## src/design/isd_pkg.sv

```systemverilog
// Shared constants and types for the isolated switch drive control block
package isd_pkg;

	// Clock and timing
	localparam int CLK_PERIOD_NS     = 10;
	localparam int BURST_ON_NS       = 3300;
	localparam int BURST_ON_CYC      =
		(BURST_ON_NS + CLK_PERIOD_NS - 1) / CLK_PERIOD_NS;
	localparam int ONESHOT_NS        = 2000;
	localparam int ONESHOT_CYC       = ONESHOT_NS / CLK_PERIOD_NS;
	localparam int PD_TIMEOUT_NS     = 10000;
	localparam int PD_TIMEOUT_CYC    = PD_TIMEOUT_NS / CLK_PERIOD_NS;
	localparam int SEC_UV_FILTER_NS  = 500;
	localparam int SEC_UV_FILTER_CYC = SEC_UV_FILTER_NS / CLK_PERIOD_NS;

	// Counter and code widths
	localparam int CNT_W  = 16;
	localparam int SET_W  = 4;
	localparam int CODE_W = 3;
	localparam int UA_W   = 13;

	// Power setting codes
	localparam logic [SET_W-1:0]  SET_NUM    = 4'h7;
	localparam logic [CODE_W-1:0] SET_LOWEST = 3'h0;

	// Settle cycles before the power-up sample, covers the synchroniser
	localparam logic [1:0] SETTLE_LAST = 2'h2;

	// Enable input current limit per setting, in microamps
	localparam logic [UA_W-1:0] LIMIT_UA [7] = '{
		13'h076C, 13'h0AF0, 13'h0E74, 13'h1194,
		13'h1450, 13'h1770, 13'h1A2C
	};

	// Threshold comparator results from the analog front end
	typedef struct packed {
		logic primary_at_charge;
		logic primary_above_uv_rise;
		logic primary_below_uv_fall;
		logic sec_above_uv_rise;
		logic sec_below_uv_fall;
		logic sec_full;
		logic temp_hot;
		logic temp_cool;
	} isd_sense_t;

	// Everything that arrives from outside the clock domain
	typedef struct packed {
		logic             en;
		logic             three_wire;
		logic             one_shot;
		logic [SET_W-1:0] setting;
		isd_sense_t       sense;
	} isd_pins_t;

	typedef struct packed {
		logic primary_undervoltage_lockout;
		logic secondary_undervoltage_lockout;
		logic thermal_sd;
		logic keep_off;
	} isd_status_t;

	typedef enum {
		GD_OFF,
		GD_ON,
		GD_PULSE,
		GD_SPENT
	} isd_gate_state_t;

endpackage : isd_pkg
```

## src/design/isd_drive_ctrl.sv

```systemverilog
// Control logic of the isolated switch driver: transfer, lockout, gate
`timescale 1ns/1ps
module isd_drive_ctrl
	import isd_pkg::*;
#(
	parameter int BURST_ON_COUNT  = BURST_ON_CYC,
	parameter int ONESHOT_COUNT   = ONESHOT_CYC,
	parameter int PD_TIMEOUT      = PD_TIMEOUT_CYC,
	parameter int SEC_UV_FILTER   = SEC_UV_FILTER_CYC
) (
	input  wire logic              mclk,
	input  wire logic              sys_rst,
	input  wire logic              en_pin,
	input  wire logic              three_wire_mode,
	input  wire logic              one_shot_variant,
	input  wire logic [SET_W-1:0]  power_setting_pin,
	input  wire isd_sense_t        sense,
	output logic                   gate_drive_out,
	output logic                   keep_off,
	output logic                   power_xfer,
	output logic [CODE_W-1:0]      setting_code,
	output logic [UA_W-1:0]        current_limit_ua,
	output isd_status_t            status
);

	localparam logic [CNT_W-1:0] BURST_LAST   = CNT_W'(BURST_ON_COUNT - 1);
	localparam logic [CNT_W-1:0] ONESHOT_LAST = CNT_W'(ONESHOT_COUNT - 1);
	localparam logic [CNT_W-1:0] PD_LAST      = CNT_W'(PD_TIMEOUT - 1);
	localparam logic [CNT_W-1:0] FILTER_LAST  = CNT_W'(SEC_UV_FILTER - 1);

	// Counters are CNT_W wide, so larger counts cannot be served
	if (BURST_ON_COUNT < 1 || BURST_ON_COUNT >= (1 << CNT_W) ||
	    ONESHOT_COUNT < 1 || ONESHOT_COUNT >= (1 << CNT_W) ||
	    PD_TIMEOUT < 1 || PD_TIMEOUT >= (1 << CNT_W) ||
	    SEC_UV_FILTER < 1 || SEC_UV_FILTER >= (1 << CNT_W)) begin : g_bad
		$error("isd_drive_ctrl: timing count out of range");
	end

	isd_pins_t         pins_raw;
	isd_pins_t         pins_meta;
	isd_pins_t         pins;
	logic              en_d;
	logic              en_rise;
	logic [1:0]        settle_cnt;
	logic              sampled;
	logic              three_wire;
	logic              one_shot;
	logic              p_undervoltage_lockout;
	logic              s_undervoltage_lockout;
	logic [CNT_W-1:0]  sec_low_cnt;
	logic              thermal;
	logic [CNT_W-1:0]  burst_cnt;
	logic              burst_req;
	logic              burst_abort;
	logic [CNT_W-1:0]  pulse_cnt;
	logic [CNT_W-1:0]  pd_cnt;
	logic              pd_expired;
	logic              ready;
	logic              std_hold;
	logic              std_start;
	isd_gate_state_t   gd_state;
	isd_gate_state_t   next_gd_state;
	logic              next_keep_off;

	assign pins_raw = '{en: en_pin, three_wire: three_wire_mode,
		one_shot: one_shot_variant, setting: power_setting_pin,
		sense: sense};

	// Two-stage synchroniser for every asynchronous input
	always_ff @(posedge mclk) begin
		if (sys_rst) begin
			pins_meta <= '0;
			pins      <= '0;
		end else begin
			pins_meta <= pins_raw;
			pins      <= pins_meta;
		end
	end

	always_ff @(posedge mclk) begin
		if (sys_rst)
			en_d <= 1'b0;
		else
			en_d <= pins.en;
	end

	assign en_rise = pins.en & ~en_d;

	// Straps and setting are caught once after power-on; later edits ignored
	always_ff @(posedge mclk) begin
		if (sys_rst) begin
			settle_cnt       <= 2'h0;
			sampled          <= 1'b0;
			three_wire       <= 1'b0;
			one_shot         <= 1'b0;
			setting_code     <= SET_LOWEST;
			current_limit_ua <= LIMIT_UA[SET_LOWEST];
		end else if (!sampled) begin
			if (settle_cnt == SETTLE_LAST) begin
				sampled    <= 1'b1;
				three_wire <= pins.three_wire;
				one_shot   <= pins.one_shot & pins.three_wire;
				if (pins.setting < SET_NUM) begin
					setting_code     <= pins.setting[CODE_W-1:0];
					current_limit_ua <= LIMIT_UA[pins.setting[CODE_W-1:0]];
				end else begin
					setting_code     <= SET_LOWEST;
					current_limit_ua <= LIMIT_UA[SET_LOWEST];
				end
			end else begin
				settle_cnt <= settle_cnt + 2'h1;
			end
		end
	end

	// Primary lockout with hysteresis; entering wins over leaving
	always_ff @(posedge mclk) begin
		if (sys_rst)
			p_undervoltage_lockout <= 1'b1;
		else if (pins.sense.primary_below_uv_fall)
			p_undervoltage_lockout <= 1'b1;
		else if (pins.sense.primary_above_uv_rise)
			p_undervoltage_lockout <= 1'b0;
	end

	// Droop must persist past the filter, so gate switching dips pass
	always_ff @(posedge mclk) begin
		if (sys_rst)
			sec_low_cnt <= '0;
		else if (!pins.sense.sec_below_uv_fall)
			sec_low_cnt <= '0;
		else if (sec_low_cnt != FILTER_LAST)
			sec_low_cnt <= sec_low_cnt + CNT_W'(1);
	end

	always_ff @(posedge mclk) begin
		if (sys_rst)
			s_undervoltage_lockout <= 1'b1;
		else if (pins.sense.sec_below_uv_fall &&
		         sec_low_cnt == FILTER_LAST)
			s_undervoltage_lockout <= 1'b1;
		else if (pins.sense.sec_above_uv_rise)
			s_undervoltage_lockout <= 1'b0;
	end

	always_ff @(posedge mclk) begin
		if (sys_rst)
			thermal <= 1'b0;
		else if (pins.sense.temp_hot)
			thermal <= 1'b1;
		else if (pins.sense.temp_cool)
			thermal <= 1'b0;
	end

	// Two-wire: a burst per charge threshold crossing keeps average input
	// current at the limit; three-wire: bursts run while primary is up
	assign burst_req = sampled && !thermal && (three_wire ?
		!p_undervoltage_lockout :
		(pins.en && pins.sense.primary_at_charge &&
		 !pins.sense.sec_full));
	assign burst_abort = thermal || (!three_wire && !pins.en);

	always_ff @(posedge mclk) begin
		if (sys_rst) begin
			power_xfer <= 1'b0;
			burst_cnt  <= '0;
		end else if (!power_xfer) begin
			power_xfer <= burst_req;
			burst_cnt  <= '0;
		end else if (burst_abort || burst_cnt == BURST_LAST) begin
			power_xfer <= 1'b0;
			burst_cnt  <= '0;
		end else begin
			burst_cnt <= burst_cnt + CNT_W'(1);
		end
	end

	// Primary gone while secondary holds: keep-off after the timeout
	always_ff @(posedge mclk) begin
		if (sys_rst)
			pd_cnt <= '0;
		else if (!p_undervoltage_lockout || s_undervoltage_lockout)
			pd_cnt <= '0;
		else if (!pd_expired)
			pd_cnt <= pd_cnt + CNT_W'(1);
	end

	assign pd_expired = (pd_cnt == PD_LAST);

	assign ready = sampled && !p_undervoltage_lockout && !s_undervoltage_lockout && !thermal;
	assign std_hold  = pins.en && ready;
	assign std_start = std_hold && (three_wire || pins.sense.sec_full);

	always_comb begin
		next_gd_state = gd_state;
		case (gd_state)
			GD_OFF: begin
				if (one_shot) begin
					if (en_rise && ready)
						next_gd_state = GD_PULSE;
				end else if (std_start) begin
					next_gd_state = GD_ON;
				end
			end
			GD_ON: begin
				if (!std_hold)
					next_gd_state = GD_OFF;
			end
			GD_PULSE: begin
				if (!ready || pulse_cnt == ONESHOT_LAST)
					next_gd_state = GD_SPENT;
			end
			GD_SPENT: begin
				if (!pins.en)
					next_gd_state = GD_OFF;
			end
			default: next_gd_state = GD_OFF;
		endcase
	end

	always_ff @(posedge mclk) begin
		if (sys_rst)
			gd_state <= GD_OFF;
		else
			gd_state <= next_gd_state;
	end

	always_ff @(posedge mclk) begin
		if (sys_rst || next_gd_state != GD_PULSE)
			pulse_cnt <= '0;
		else if (gd_state == GD_PULSE)
			pulse_cnt <= pulse_cnt + CNT_W'(1);
	end

	assign next_keep_off = !sampled || s_undervoltage_lockout || thermal ||
		(p_undervoltage_lockout && pd_expired);

	// Gate is high only in an active state and never under keep-off
	always_ff @(posedge mclk) begin
		if (sys_rst) begin
			gate_drive_out <= 1'b0;
			keep_off       <= 1'b1;
		end else begin
			keep_off       <= next_keep_off;
			gate_drive_out <= (next_gd_state == GD_ON ||
				next_gd_state == GD_PULSE) && ready &&
				!next_keep_off;
		end
	end

	assign status = '{primary_undervoltage_lockout: p_undervoltage_lockout, secondary_undervoltage_lockout: s_undervoltage_lockout,
		thermal_sd: thermal, keep_off: keep_off};
endmodule : isd_drive_ctrl

```

## config.mk

```make
export PLATFORM = sky130hd
export DESIGN_NAME = isd_drive_ctrl
export DESIGN_NICKNAME = d
export VERILOG_FILES = /design/src/design/isd_pkg.sv /design/src/design/isd_drive_ctrl.sv
export SDC_FILE = /design/constraint.sdc
export NUM_CORES = 1
export LEC_CHECK = 0
export BUFFER_PORTS_ARGS = -buffer_cell sky130_fd_sc_hd__buf_2
export CAP_MARGIN = 25
export CORE_ASPECT_RATIO = 0.6
export CORE_MARGIN = 3
export CORE_UTILIZATION = 42
export CTS_BUF_LIST = sky130_fd_sc_hd__clkbuf_8 sky130_fd_sc_hd__clkbuf_16
export DETAILED_ROUTE_END_ITERATION = 7
export PLACE_DENSITY_LB_ADDON = 0.3
export SLEW_MARGIN = 20
export SYNTH_ARGS = -nofsm -noshare
export SYNTH_HDL_FRONTEND = slang
export SYNTH_SLANG_ARGS = --single-unit
```

## constraint.sdc

```tcl
create_clock -name mclk -period 2.3 [get_ports mclk]
set_input_delay 0.23 -clock mclk [delete_from_list [all_inputs] [get_ports mclk]]
set_output_delay 0.23 -clock mclk [all_outputs]
set_load 0.005 [all_outputs]
```

[Yosys cells after proc, flatten, opt, wreduce, memory -nomap -nowiden]
Memory sizes are Yosys's and may differ from the RTL's.
Index checks and enable logic that the tools add are counted.
Widths: inputs -> output; s select.
Word-level totals
  output and inout bits: 23
  memories kept: 1
  memory bits (read-only): 104
  word-level logic and storage cells: 132
  register bits after elaboration: 154
  input port bits: 17
Memories
  (name not given): depth 8, bits a word 13, read ports 1, clocked after memory_dff 0, wr ports 0, RTL line isd_drive_ctrl.sv:105  | current_limit_ua <= LIMIT_UA[pins.setting[CODE_W-1:0]];
Operators by class
  mux-type cells: 18
  bitwise operators: 8
  add/sub/neg operators: 5
  $lt $le $gt $ge: 2
  eq/ne operators: 13
  reduce and logical (&&, ||, !) cells: 43
Operators by type and width (count)
  $mux 32: 6
  $pmux 32 s4: 1
  $eq 32x2->1 const B: 3
  $add 16x1->16 const B: 4
  $eq 32x3->1 const B: 2
  $mux 13: 3
  $eq 32x1->1 const B: 1
  $logic_not 32->1: 1
  $ne 32x3->1 const B: 1
  $eq 16x10->1 const B: 1
  $eq 16x6->1 const B: 1
  $eq 16x8->1 const B: 1
  $eq 16x9->1 const B: 1
  $ne 16x6->1 const B: 1
  $logic_and 1x1->1: 15
  $logic_or 1x1->1: 10
  $logic_not 1->1: 9
  $reduce_or 2->1: 4
  $mux 1: 7
  $not 1->1: 5
  $ge 4x4->1 const B: 1
  $lt 4x3->1 const B: 1
  $not 3->4: 1
  $reduce_and 2->1: 2
  other kinds (6): 7

[Depth between registers and ports, before layout]
Gate-level depths: netlist of the first run.
  depth after elaboration: 13
  mapped depth: 7
  mapped depth without buffers: 7

[Least setup slack after synthesis of the first run]
OpenSTA, ideal clock, no wires.
  kind: flip-flop to flip-flop
  start: reg thermal
  end: reg pulse_cnt[10]
  cell stages (with the launch flop): 7
  path buffers: 1
  setup time: 117 ps
  arrival: 1720 ps
  setup slack: 463 ps
  period minus slack after synthesis: 1837 ps
  cell sequence: dfxtp_1 > nor4b_4 > a31oi_1 > a311o_1 > nand3_1 > buf_2 > nor2_1
Between the ends
  cells in the longest elaborated chain, start to end: 9
  elaborated cells between the ends (all ways): 15
  those cells by class: eq/ne (1); mux (6); reduce/logical (8)
Ends and longest elaborated chain
  start, declared: RTL line isd_drive_ctrl.sv:51  | logic thermal;
  start signal, assigned: RTL line isd_drive_ctrl.sv:148  | thermal <= 1'b0;
  start signal, assigned: RTL line isd_drive_ctrl.sv:150  | thermal <= 1'b1;
  start signal, assigned: RTL line isd_drive_ctrl.sv:152  | thermal <= 1'b0;
  $logic_not 1->1 *: RTL line isd_drive_ctrl.sv:190  | assign ready = sampled && !p_undervoltage_lockout && !s_undervoltage_lockout && !thermal;
  $logic_and 1x1->1 *: RTL line isd_drive_ctrl.sv:190
  $logic_and 1x1->1: RTL line isd_drive_ctrl.sv:191  | assign std_hold = pins.en && ready;
  $logic_and 1x1->1: RTL line isd_drive_ctrl.sv:192  | assign std_start = std_hold && (three_wire || pins.sense.sec_full);
  $mux 32: RTL line isd_drive_ctrl.sv:201  | end else if (std_start) begin
  $mux 32: RTL line isd_drive_ctrl.sv:198  | if (one_shot) begin
  $pmux 32 s4 *: RTL line isd_drive_ctrl.sv:196  | case (gd_state)
  $ne 32x3->1 *: RTL line isd_drive_ctrl.sv:229  | if (sys_rst || next_gd_state != GD_PULSE)
  $logic_or 1x1->1 *: RTL line isd_drive_ctrl.sv:229
  end signal, assigned: RTL line isd_drive_ctrl.sv:232  | pulse_cnt <= pulse_cnt + CNT_W'(1);
  end, declared: RTL line isd_drive_ctrl.sv:55  | logic [CNT_W-1:0] pulse_cnt;
Mark *: on every way between the ends. The rest lies on a longest branch, timed or not.
A chain may end at the register's enable or synchronous reset.

[Worst setup path after layout of the first run]
  start: reg gd_state[11]
  end: reg pulse_cnt[15]
Between the ends
  cells in the longest elaborated chain, start to end: 5
  elaborated cells between the ends (all ways): 14
  those cells by class: eq/ne (5); mux (7); reduce/logical (2)
Ends and longest elaborated chain
  start, declared: RTL line isd_drive_ctrl.sv:61  | isd_gate_state_t gd_state;
  start signal, assigned: RTL line isd_drive_ctrl.sv:225  | gd_state <= next_gd_state;
  parallel branches: the longest is 5 deep, another holds $eq 32x2->1
Several ways; the timed one is not identified.

==> qor.yml, run 1 <==
gr-total-overflow: 0
ff2ff_setup_slack_ps: 270
synth_area_leaders: "dfxtp_1 (53%), nor2_1 (5.6%), xnor2_1 (4.9%)"
p_leak_nw: 2.40
synth_seq_area_share: 0.533
post-route-period-util: 0.884
hp-class: "primary input to register"
pwr_density_cell_nw_per_um2: 859
syn-cell-area_um2: 5680
cp_max_fo: 8
core_area_um2: 13000
die_w_um: 156
cts_made_buffers: 17
rsz0062_at_grt: "no"
gp_congestion: 0.880
multi_input_area_um2: 2570
slew_violations: 0
viasPerCell: 4.88
cts_setup_buffers: 0
synthTopCellsByCount: "dfxtp_1 (151), nor2_1 (85), nor2b_1 (34)"
cts_root_buf: "clkbuf_16"
cts_tree: "built"
r2r_end: "pulse_cnt[15]$_SDFFE_PP0P_"
end_kind: "register"
ant_nets: 0
layoutNonFillerInstCount: 848
r2r_start: "gd_state[11]$_SDFF_PP0_"
power.switching_mw: 1.28
nets: 694
clk_latency_ps: 410
drive_gt1_frac: 0.121
async_reset_ff_frac: 0
cp.required_ps: 2640
hold_depth: 2
numClockSinks: 151
row_count: 32
drc: 0
syn-instance-count: 599
clk_path_buf_depth: 2
clkPwrFrac: 0.475
p_int_mw: 4.48
yosysMostFrequentCell: "dfxtp_1"
register_area_um2: 3020
status: "completed"
worst_pin_slew_ps: 583
startpoint_type: "register"
synth.largest_area_cell: "dfxtp_1"
cts_max_level: 4
p_sw_frac: 0.222
port_buffers: 37
dr.pass1.iters: 5
grt_max_degree: 44
drt_wl_total_mm: 10.5
crit_slowest_cell: "or4_1"
cpPeakStageDelay_ps: 550
dr.first_iter.drc_count: 222
nFillCells: 1142
antenna_found_initial: 0
wire_per_inst_um: 12.4
ir_drop_v: 0.000461
syn_to_final_growth_pct: 18.2
yosys_warnings: 0
hpwlAfterDp_mm: 7.29
crit_family: "simple AND/OR/NAND/NOR gates"
die_area_um2: 15000
cts_resized: 0
fin_skew_ps: 11.1
placed_cells: 816
grt_use_total: 0.148
finalCoreUtilization: 0.516
grt_pass1_wl_mm: 18.0
synth_edf_count: 0
yosys_register_bits: 151
finalSetupTns_ps: 0
relSlewSlack: 0.611
drv_cap: 0
num_vias: 4141
cp_num_buf_inv: 0
min_from: "three_wire_mode"
holdBufCountCts: 0
die-height_um: 96.1
cp-startpoint: "gd_state[11]$_SDFF_PP0_"
hold_violations: 0
fmax_mhz: 492
clk_pin_slew_worst_paths_ps: 60
avgSynthCellArea_um2: 9.48
grt_pass1_vias: 3938
seqPwrFrac: 0.479
start_util: 0.436
io_pins: 40
arrival_ps: 2370
min_to: "pins_meta[13]$_SDFF_PP0_"
worstPathCellList: "nor4_1 -> nand4_1 -> or2_0 -> or4_1 -> a21oi_1"
worstSetupPathType: "register to register"
fin_area_um2: 6710
placed_cell_area_um2: 6110
synth.distinct_cells: 49
yosysTopAreaCellShare: 0.533
setup_viol: 0
diodes: 0
min_period_ps: 2030
synthFlopType: "dfxtp_1"
p_comb_frac: 0.046
worst-r2r-cell-count: 5
-- power by group through the flow --
stage	clock network, mW	logic [mW]	registers (mW)
6_report	2.74	0.263	2.76
5_1_grt	2.93	0.304	2.77
4_1_cts	2.81	0.267	2.76
3_5_place_dp	0	0.265	2.82
3_3_place_gp	0	0.256	2.81
2_1_floorplan	0	0.198	2.80
-- cells by family (layout without fill, tap and decap cells) --
kind of cell               after synthesis  count (layout)  share of synthesized area
other                                    1              32                   0.000661
and+or+nand+nor                        275             275                      0.255
buffers and inverters                   45              93                     0.0348
DFF                                    151             151                      0.533
xor gates and xnor gates                55              55                     0.0849
adders and majority gates               12              12                     0.0264
AOI/OAI and AO/OA                       58              58                     0.0617
muxes                                    2               2                    0.00353
-- layout by cell type (no fill, tap or decap), types with 2 or more instances in the layout --
master and n:
dfxtp_1 151, nor2_1 85, buf_2 37, nor2b_1 34, xnor2_1 32, conb_1 32, nand3_1 28, nand2_1 28
xor2_1 23, a21oi_1 20, nor4_1 18, nand4_1 18, inv_1 17, nor3_1 17, clkbuf_16 17, o21ai_0 15
ha_1 12, nand2b_1 10, and4_1 7, or3_1 7, buf_4 7, and3_1 6, clkinvlp_4 5, and2_1 4
a22oi_1 4, a31oi_1 3, clkinv_4 3, nand4b_1 2, o21bai_1 2, o22ai_1 2, or4_1 2, mux2i_1 2
a211oi_1 2, nor4bb_1 2, o31ai_1 2, inv_6 2, clkbuf_8 2, bufinv_16 2
-- worst reg2reg max path, stage by stage, from the launching register on --
cell and delay [ps]:
dfxtp_1 300, nor4_1 400, nand4_1 190, or2_0 380, or4_1 560, a21oi_1 150
-- worst max path at each step --
stage / end / slack [ps] / cells past startpoint
2_1_floorplan: pulse_cnt[10]$_SDFFE_PP0P_ / 460 / 6
6_report: pulse_cnt[15]$_SDFFE_PP0P_ / 270 / 5
3_5_place_dp: pulse_cnt[15]$_SDFFE_PP0P_ / 310 / 5
3_3_place_gp: pulse_cnt[15]$_SDFFE_PP0P_ / 350 / 5
4_1_cts: pulse_cnt[15]$_SDFFE_PP0P_ / 280 / 5
5_1_grt: pulse_cnt[15]$_SDFFE_PP0P_ / 220 / 5
-- state kept, by name (all words and copies together), names as in the netlist --
signal,cells
settle_cnt,2
burst_cnt,16
pd_cnt,16
current_limit_ua,10
pulse_cnt,16
gate_drive_out,1
setting_code,3
power_xfer,1
sampled,1
en_d,1
keep_off,1
pins,15
gd_state,32
p_undervoltage_lockout,1
one_shot,1
thermal,1
three_wire,1
pins_meta,15
sec_low_cnt,16
s_undervoltage_lockout,1
-- through the flow --
step           worst slack [ps]  total power, mW  hold slack (ps)
2_1_floorplan               463             3.00              358
3_3_place_gp                347             3.07              413
3_5_place_dp                313             3.08              415
4_1_cts                     278             5.84             7.53
5_1_grt                     221             6.00             25.3
6_report                    267             5.76             22.7
-- metal layers --
metal / GRT usage / vias up / wire length [um]
met5: 0 / - / 0
met4: 0.0524 / 0 / 120
met3: 0.0422 / 13 / 449
met2: 0.225 / 90 / 4550
met1: 0.203 / 1903 / 5420
li1: - / 2135 / -
-- cell type report --
| cell class | instances | share of cell area |
|---|---|---|
| flip-flops and latches | 151 | 0.451 |
| multi-input cells | 434 | 0.383 |
| clock buffers | 19 | 0.0675 |
| repair buffers | 44 | 0.0354 |
| well taps | 170 | 0.0317 |
| clock inverters | 13 | 0.0218 |
| inverters | 17 | 0.00951 |
(Power assumes the default switching activity.)
==> run 2: changes to the inputs <==
Settings changed: BUFFER_PORTS_ARGS -buffer_cell sky130_fd_sc_hd__buf_2 to unset, DONT_BUFFER_PORTS set to 1.
==> qor.yml, run 2 (synthesis results as in run 1) <==
status: "completed"
min_period_ps: 1910  # -125 ps
drc: 0  # unchanged
top_register: "gd_state"
dp_slack_ps: 408  # +95.0 ps
grt_use_total: 0.149  # +0.000894
post-route-period-util: 0.829  # -0.0544
gr-total-overflow: 0  # unchanged
hold_depth: 3  # +1
antenna_found_initial: 0  # unchanged
drt_wl_total_mm: 10.6  # +0.87%
p_sw_frac: 0.216  # -0.00552
row_count: 32  # unchanged
finalCoreUtilization: 0.517  # +0.00164
hpwlAfterDp_mm: 7.29  # about the same
dr.pass1.iters: 4  # -1
register_area_um2: 3020  # unchanged
drive_gt1_frac: 0.0685  # -0.0525
p_int_mw: 4.68  # +4.3%
placed_cells: 779  # -4.5%
die_w_um: 156  # unchanged
cts_tree: "built"
r2r_start: "pulse_cnt[0]$_SDFFE_PP0P_"
ant_nets: 0  # unchanged
wire_per_inst_um: 12.9  # +3.4%
pwr_density_cell_nw_per_um2: 886  # +3.2%
die_area_um2: 15000  # unchanged
cts_setup_buffers: 0  # unchanged
num_vias: 4072  # -1.7%
die-height_um: 96.1  # unchanged
power.switching_mw: 1.29  # +0.95%
nFillCells: 1155  # +1.1%
p_leak_nw: 2.36  # -1.7%
layoutNonFillerInstCount: 827  # -2.5%
gp_congestion: 0.879  # about the same
worstSetupPathType: "register to register"
worst-r2r-cell-count: 7  # +2
r2r_end: "pulse_cnt[2]$_SDFFE_PP0P_"
setup_viol: 0  # unchanged
ff2ff_setup_slack_ps: 390  # +130 ps
end_kind: "register"
arrival_ps: 2200  # -170 ps
final_common_cell: "dfxtp_1"
io_pins: 40  # unchanged
grt_pass1_wl_mm: 17.9  # -0.50%
core_area_um2: 13000  # unchanged
multi_input_area_um2: 2570  # unchanged
seqPwrFrac: 0.464  # -0.015
hold_violations: 0  # unchanged
holdBufCountCts: 16  # +16
fin_area_um2: 6730  # +0.32%
clkPwrFrac: 0.493  # +0.018
placed_cell_area_um2: 5920  # -3.0%
p_comb_frac: 0.043  # -0.003
power_mw: 5.96  # +3.5%
clk_latency_ps: 420  # about the same
fmax_mhz: 524  # +6.6%
start_util: 0.436  # unchanged
min_from: "sys_rst"
cts_made_buffers: 17  # unchanged
fin_skew_ps: 10.5  # -0.608 ps
diodes: 0  # unchanged
cts_root_buf: "clkbuf_16"
finalSetupTns_ps: 0  # unchanged
startpoint_type: "register"
dr.first_iter.drc_count: 315  # +42%
grt_pass1_vias: 3778  # -4.1%
viasPerCell: 4.92  # +0.83%
crit_slowest_cell: "a311o_1"
drv_cap: 0  # unchanged
nets: 673  # -3.0%
port_buffers: 0  # -100%
hold-worst-slack_ps: 64.8  # +42.1 ps
numClockSinks: 151  # unchanged
rsz0062_at_grt: "no"
cpPeakStageDelay_ps: 420  # -130 ps
syn_to_final_growth_pct: 18.6
slew_violations: 0  # unchanged
final_cell_mix: "dfxtp_1 (151), nor2_1 (85), nor2b_1 (34)"
ir_drop_v: 0.000455  # -1.2%
cp_max_fo: 16  # +8
clk_pin_slew_worst_paths_ps: 60  # about the same
relSlewSlack: 0.624  # +0.0126
cts_resized: 0  # unchanged
clk_path_buf_depth: 2  # unchanged
setup_ws_ps: 392  # +125 ps
worstPathCellList: "ha_1 -> and4_1 -> nand4_1 -> a311o_1 -> nand3_1 -> buf_4 -> nor2_1"
largest_reg_flops: 32  # unchanged
grt_max_degree: 53  # +20%
min_to: "gd_state[1]$_SDFF_PP0_"
worst_pin_slew_ps: 564  # -18.9 ps
cts_max_level: 4  # unchanged
hp-class: "primary input to register"
cp.required_ps: 2590  # -50 ps
==> run 2: cell types whose count changed in the layout (fill, tap and decap cells not counted), moves of 2 or more <==
cell           delta
inv_6             +2
dlygate4sd3_1    +15
bufinv_16         +2
clkinvlp_4        -3
buf_2            -37
==> run 2: layout make-up <==
type	count	share of cell area
flip-flops and latches	151	0.449
multi-input cells	434	0.382
clock buffers	18	0.0653
repair buffers	23	0.0331
well taps	170	0.0316
clock inverters	14	0.0292
inverters	17	0.00948
==> run 2: how the worst max path moves through the flow <==
| stage | startpoint | end | slack [ps] |
|---|---|---|---|
| 2_1_floorplan | thermal$_SDFFE_PP0P_ | pulse_cnt[10]$_SDFFE_PP0P_ | 460 |
| 3_3_place_gp | pd_cnt[11]$_SDFFE_PP0P_ | pd_cnt[2]$_SDFFE_PP0P_ | 460 |
| 3_5_place_dp | pulse_cnt[0]$_SDFFE_PP0P_ | pulse_cnt[7]$_SDFFE_PP0P_ | 410 |
| 4_1_cts | pulse_cnt[0]$_SDFFE_PP0P_ | pulse_cnt[2]$_SDFFE_PP0P_ | 400 |
| 5_1_grt | pulse_cnt[0]$_SDFFE_PP0P_ | pulse_cnt[2]$_SDFFE_PP0P_ | 240 |
| 6_report | pulse_cnt[0]$_SDFFE_PP0P_ | pulse_cnt[2]$_SDFFE_PP0P_ | 390 |
==> run 2: worst max-delay path: cells and delay by family, from the launching register on <==
kind	cells	cell delay (ps)
fa+ha+maj	1	240
buf+inv	1	220
simple gates	4	540
flops	1	380
compound gates	1	420
==> run 2: metal layers <==
metal / global-route usage / up-vias / share of wire
met5: 0 / - / 0
met4: 0.0510 / 0 / 0.0077
met3: 0.0490 / 12 / 0.059
met2: 0.222 / 78 / 0.42
met1: 0.204 / 1884 / 0.51
li1: - / 2098 / -
==> run 2: power groups by stage <==
stage / Clock, mW / Sequential [mW] / Combinational [mW]
2_1_floorplan: 0 / 2.80 / 0.198
3_3_place_gp: 0 / 2.82 / 0.210
3_5_place_dp: 0 / 2.82 / 0.216
4_1_cts: 3.00 / 2.77 / 0.256
5_1_grt: 3.12 / 2.77 / 0.292
6_report: 2.94 / 2.77 / 0.256
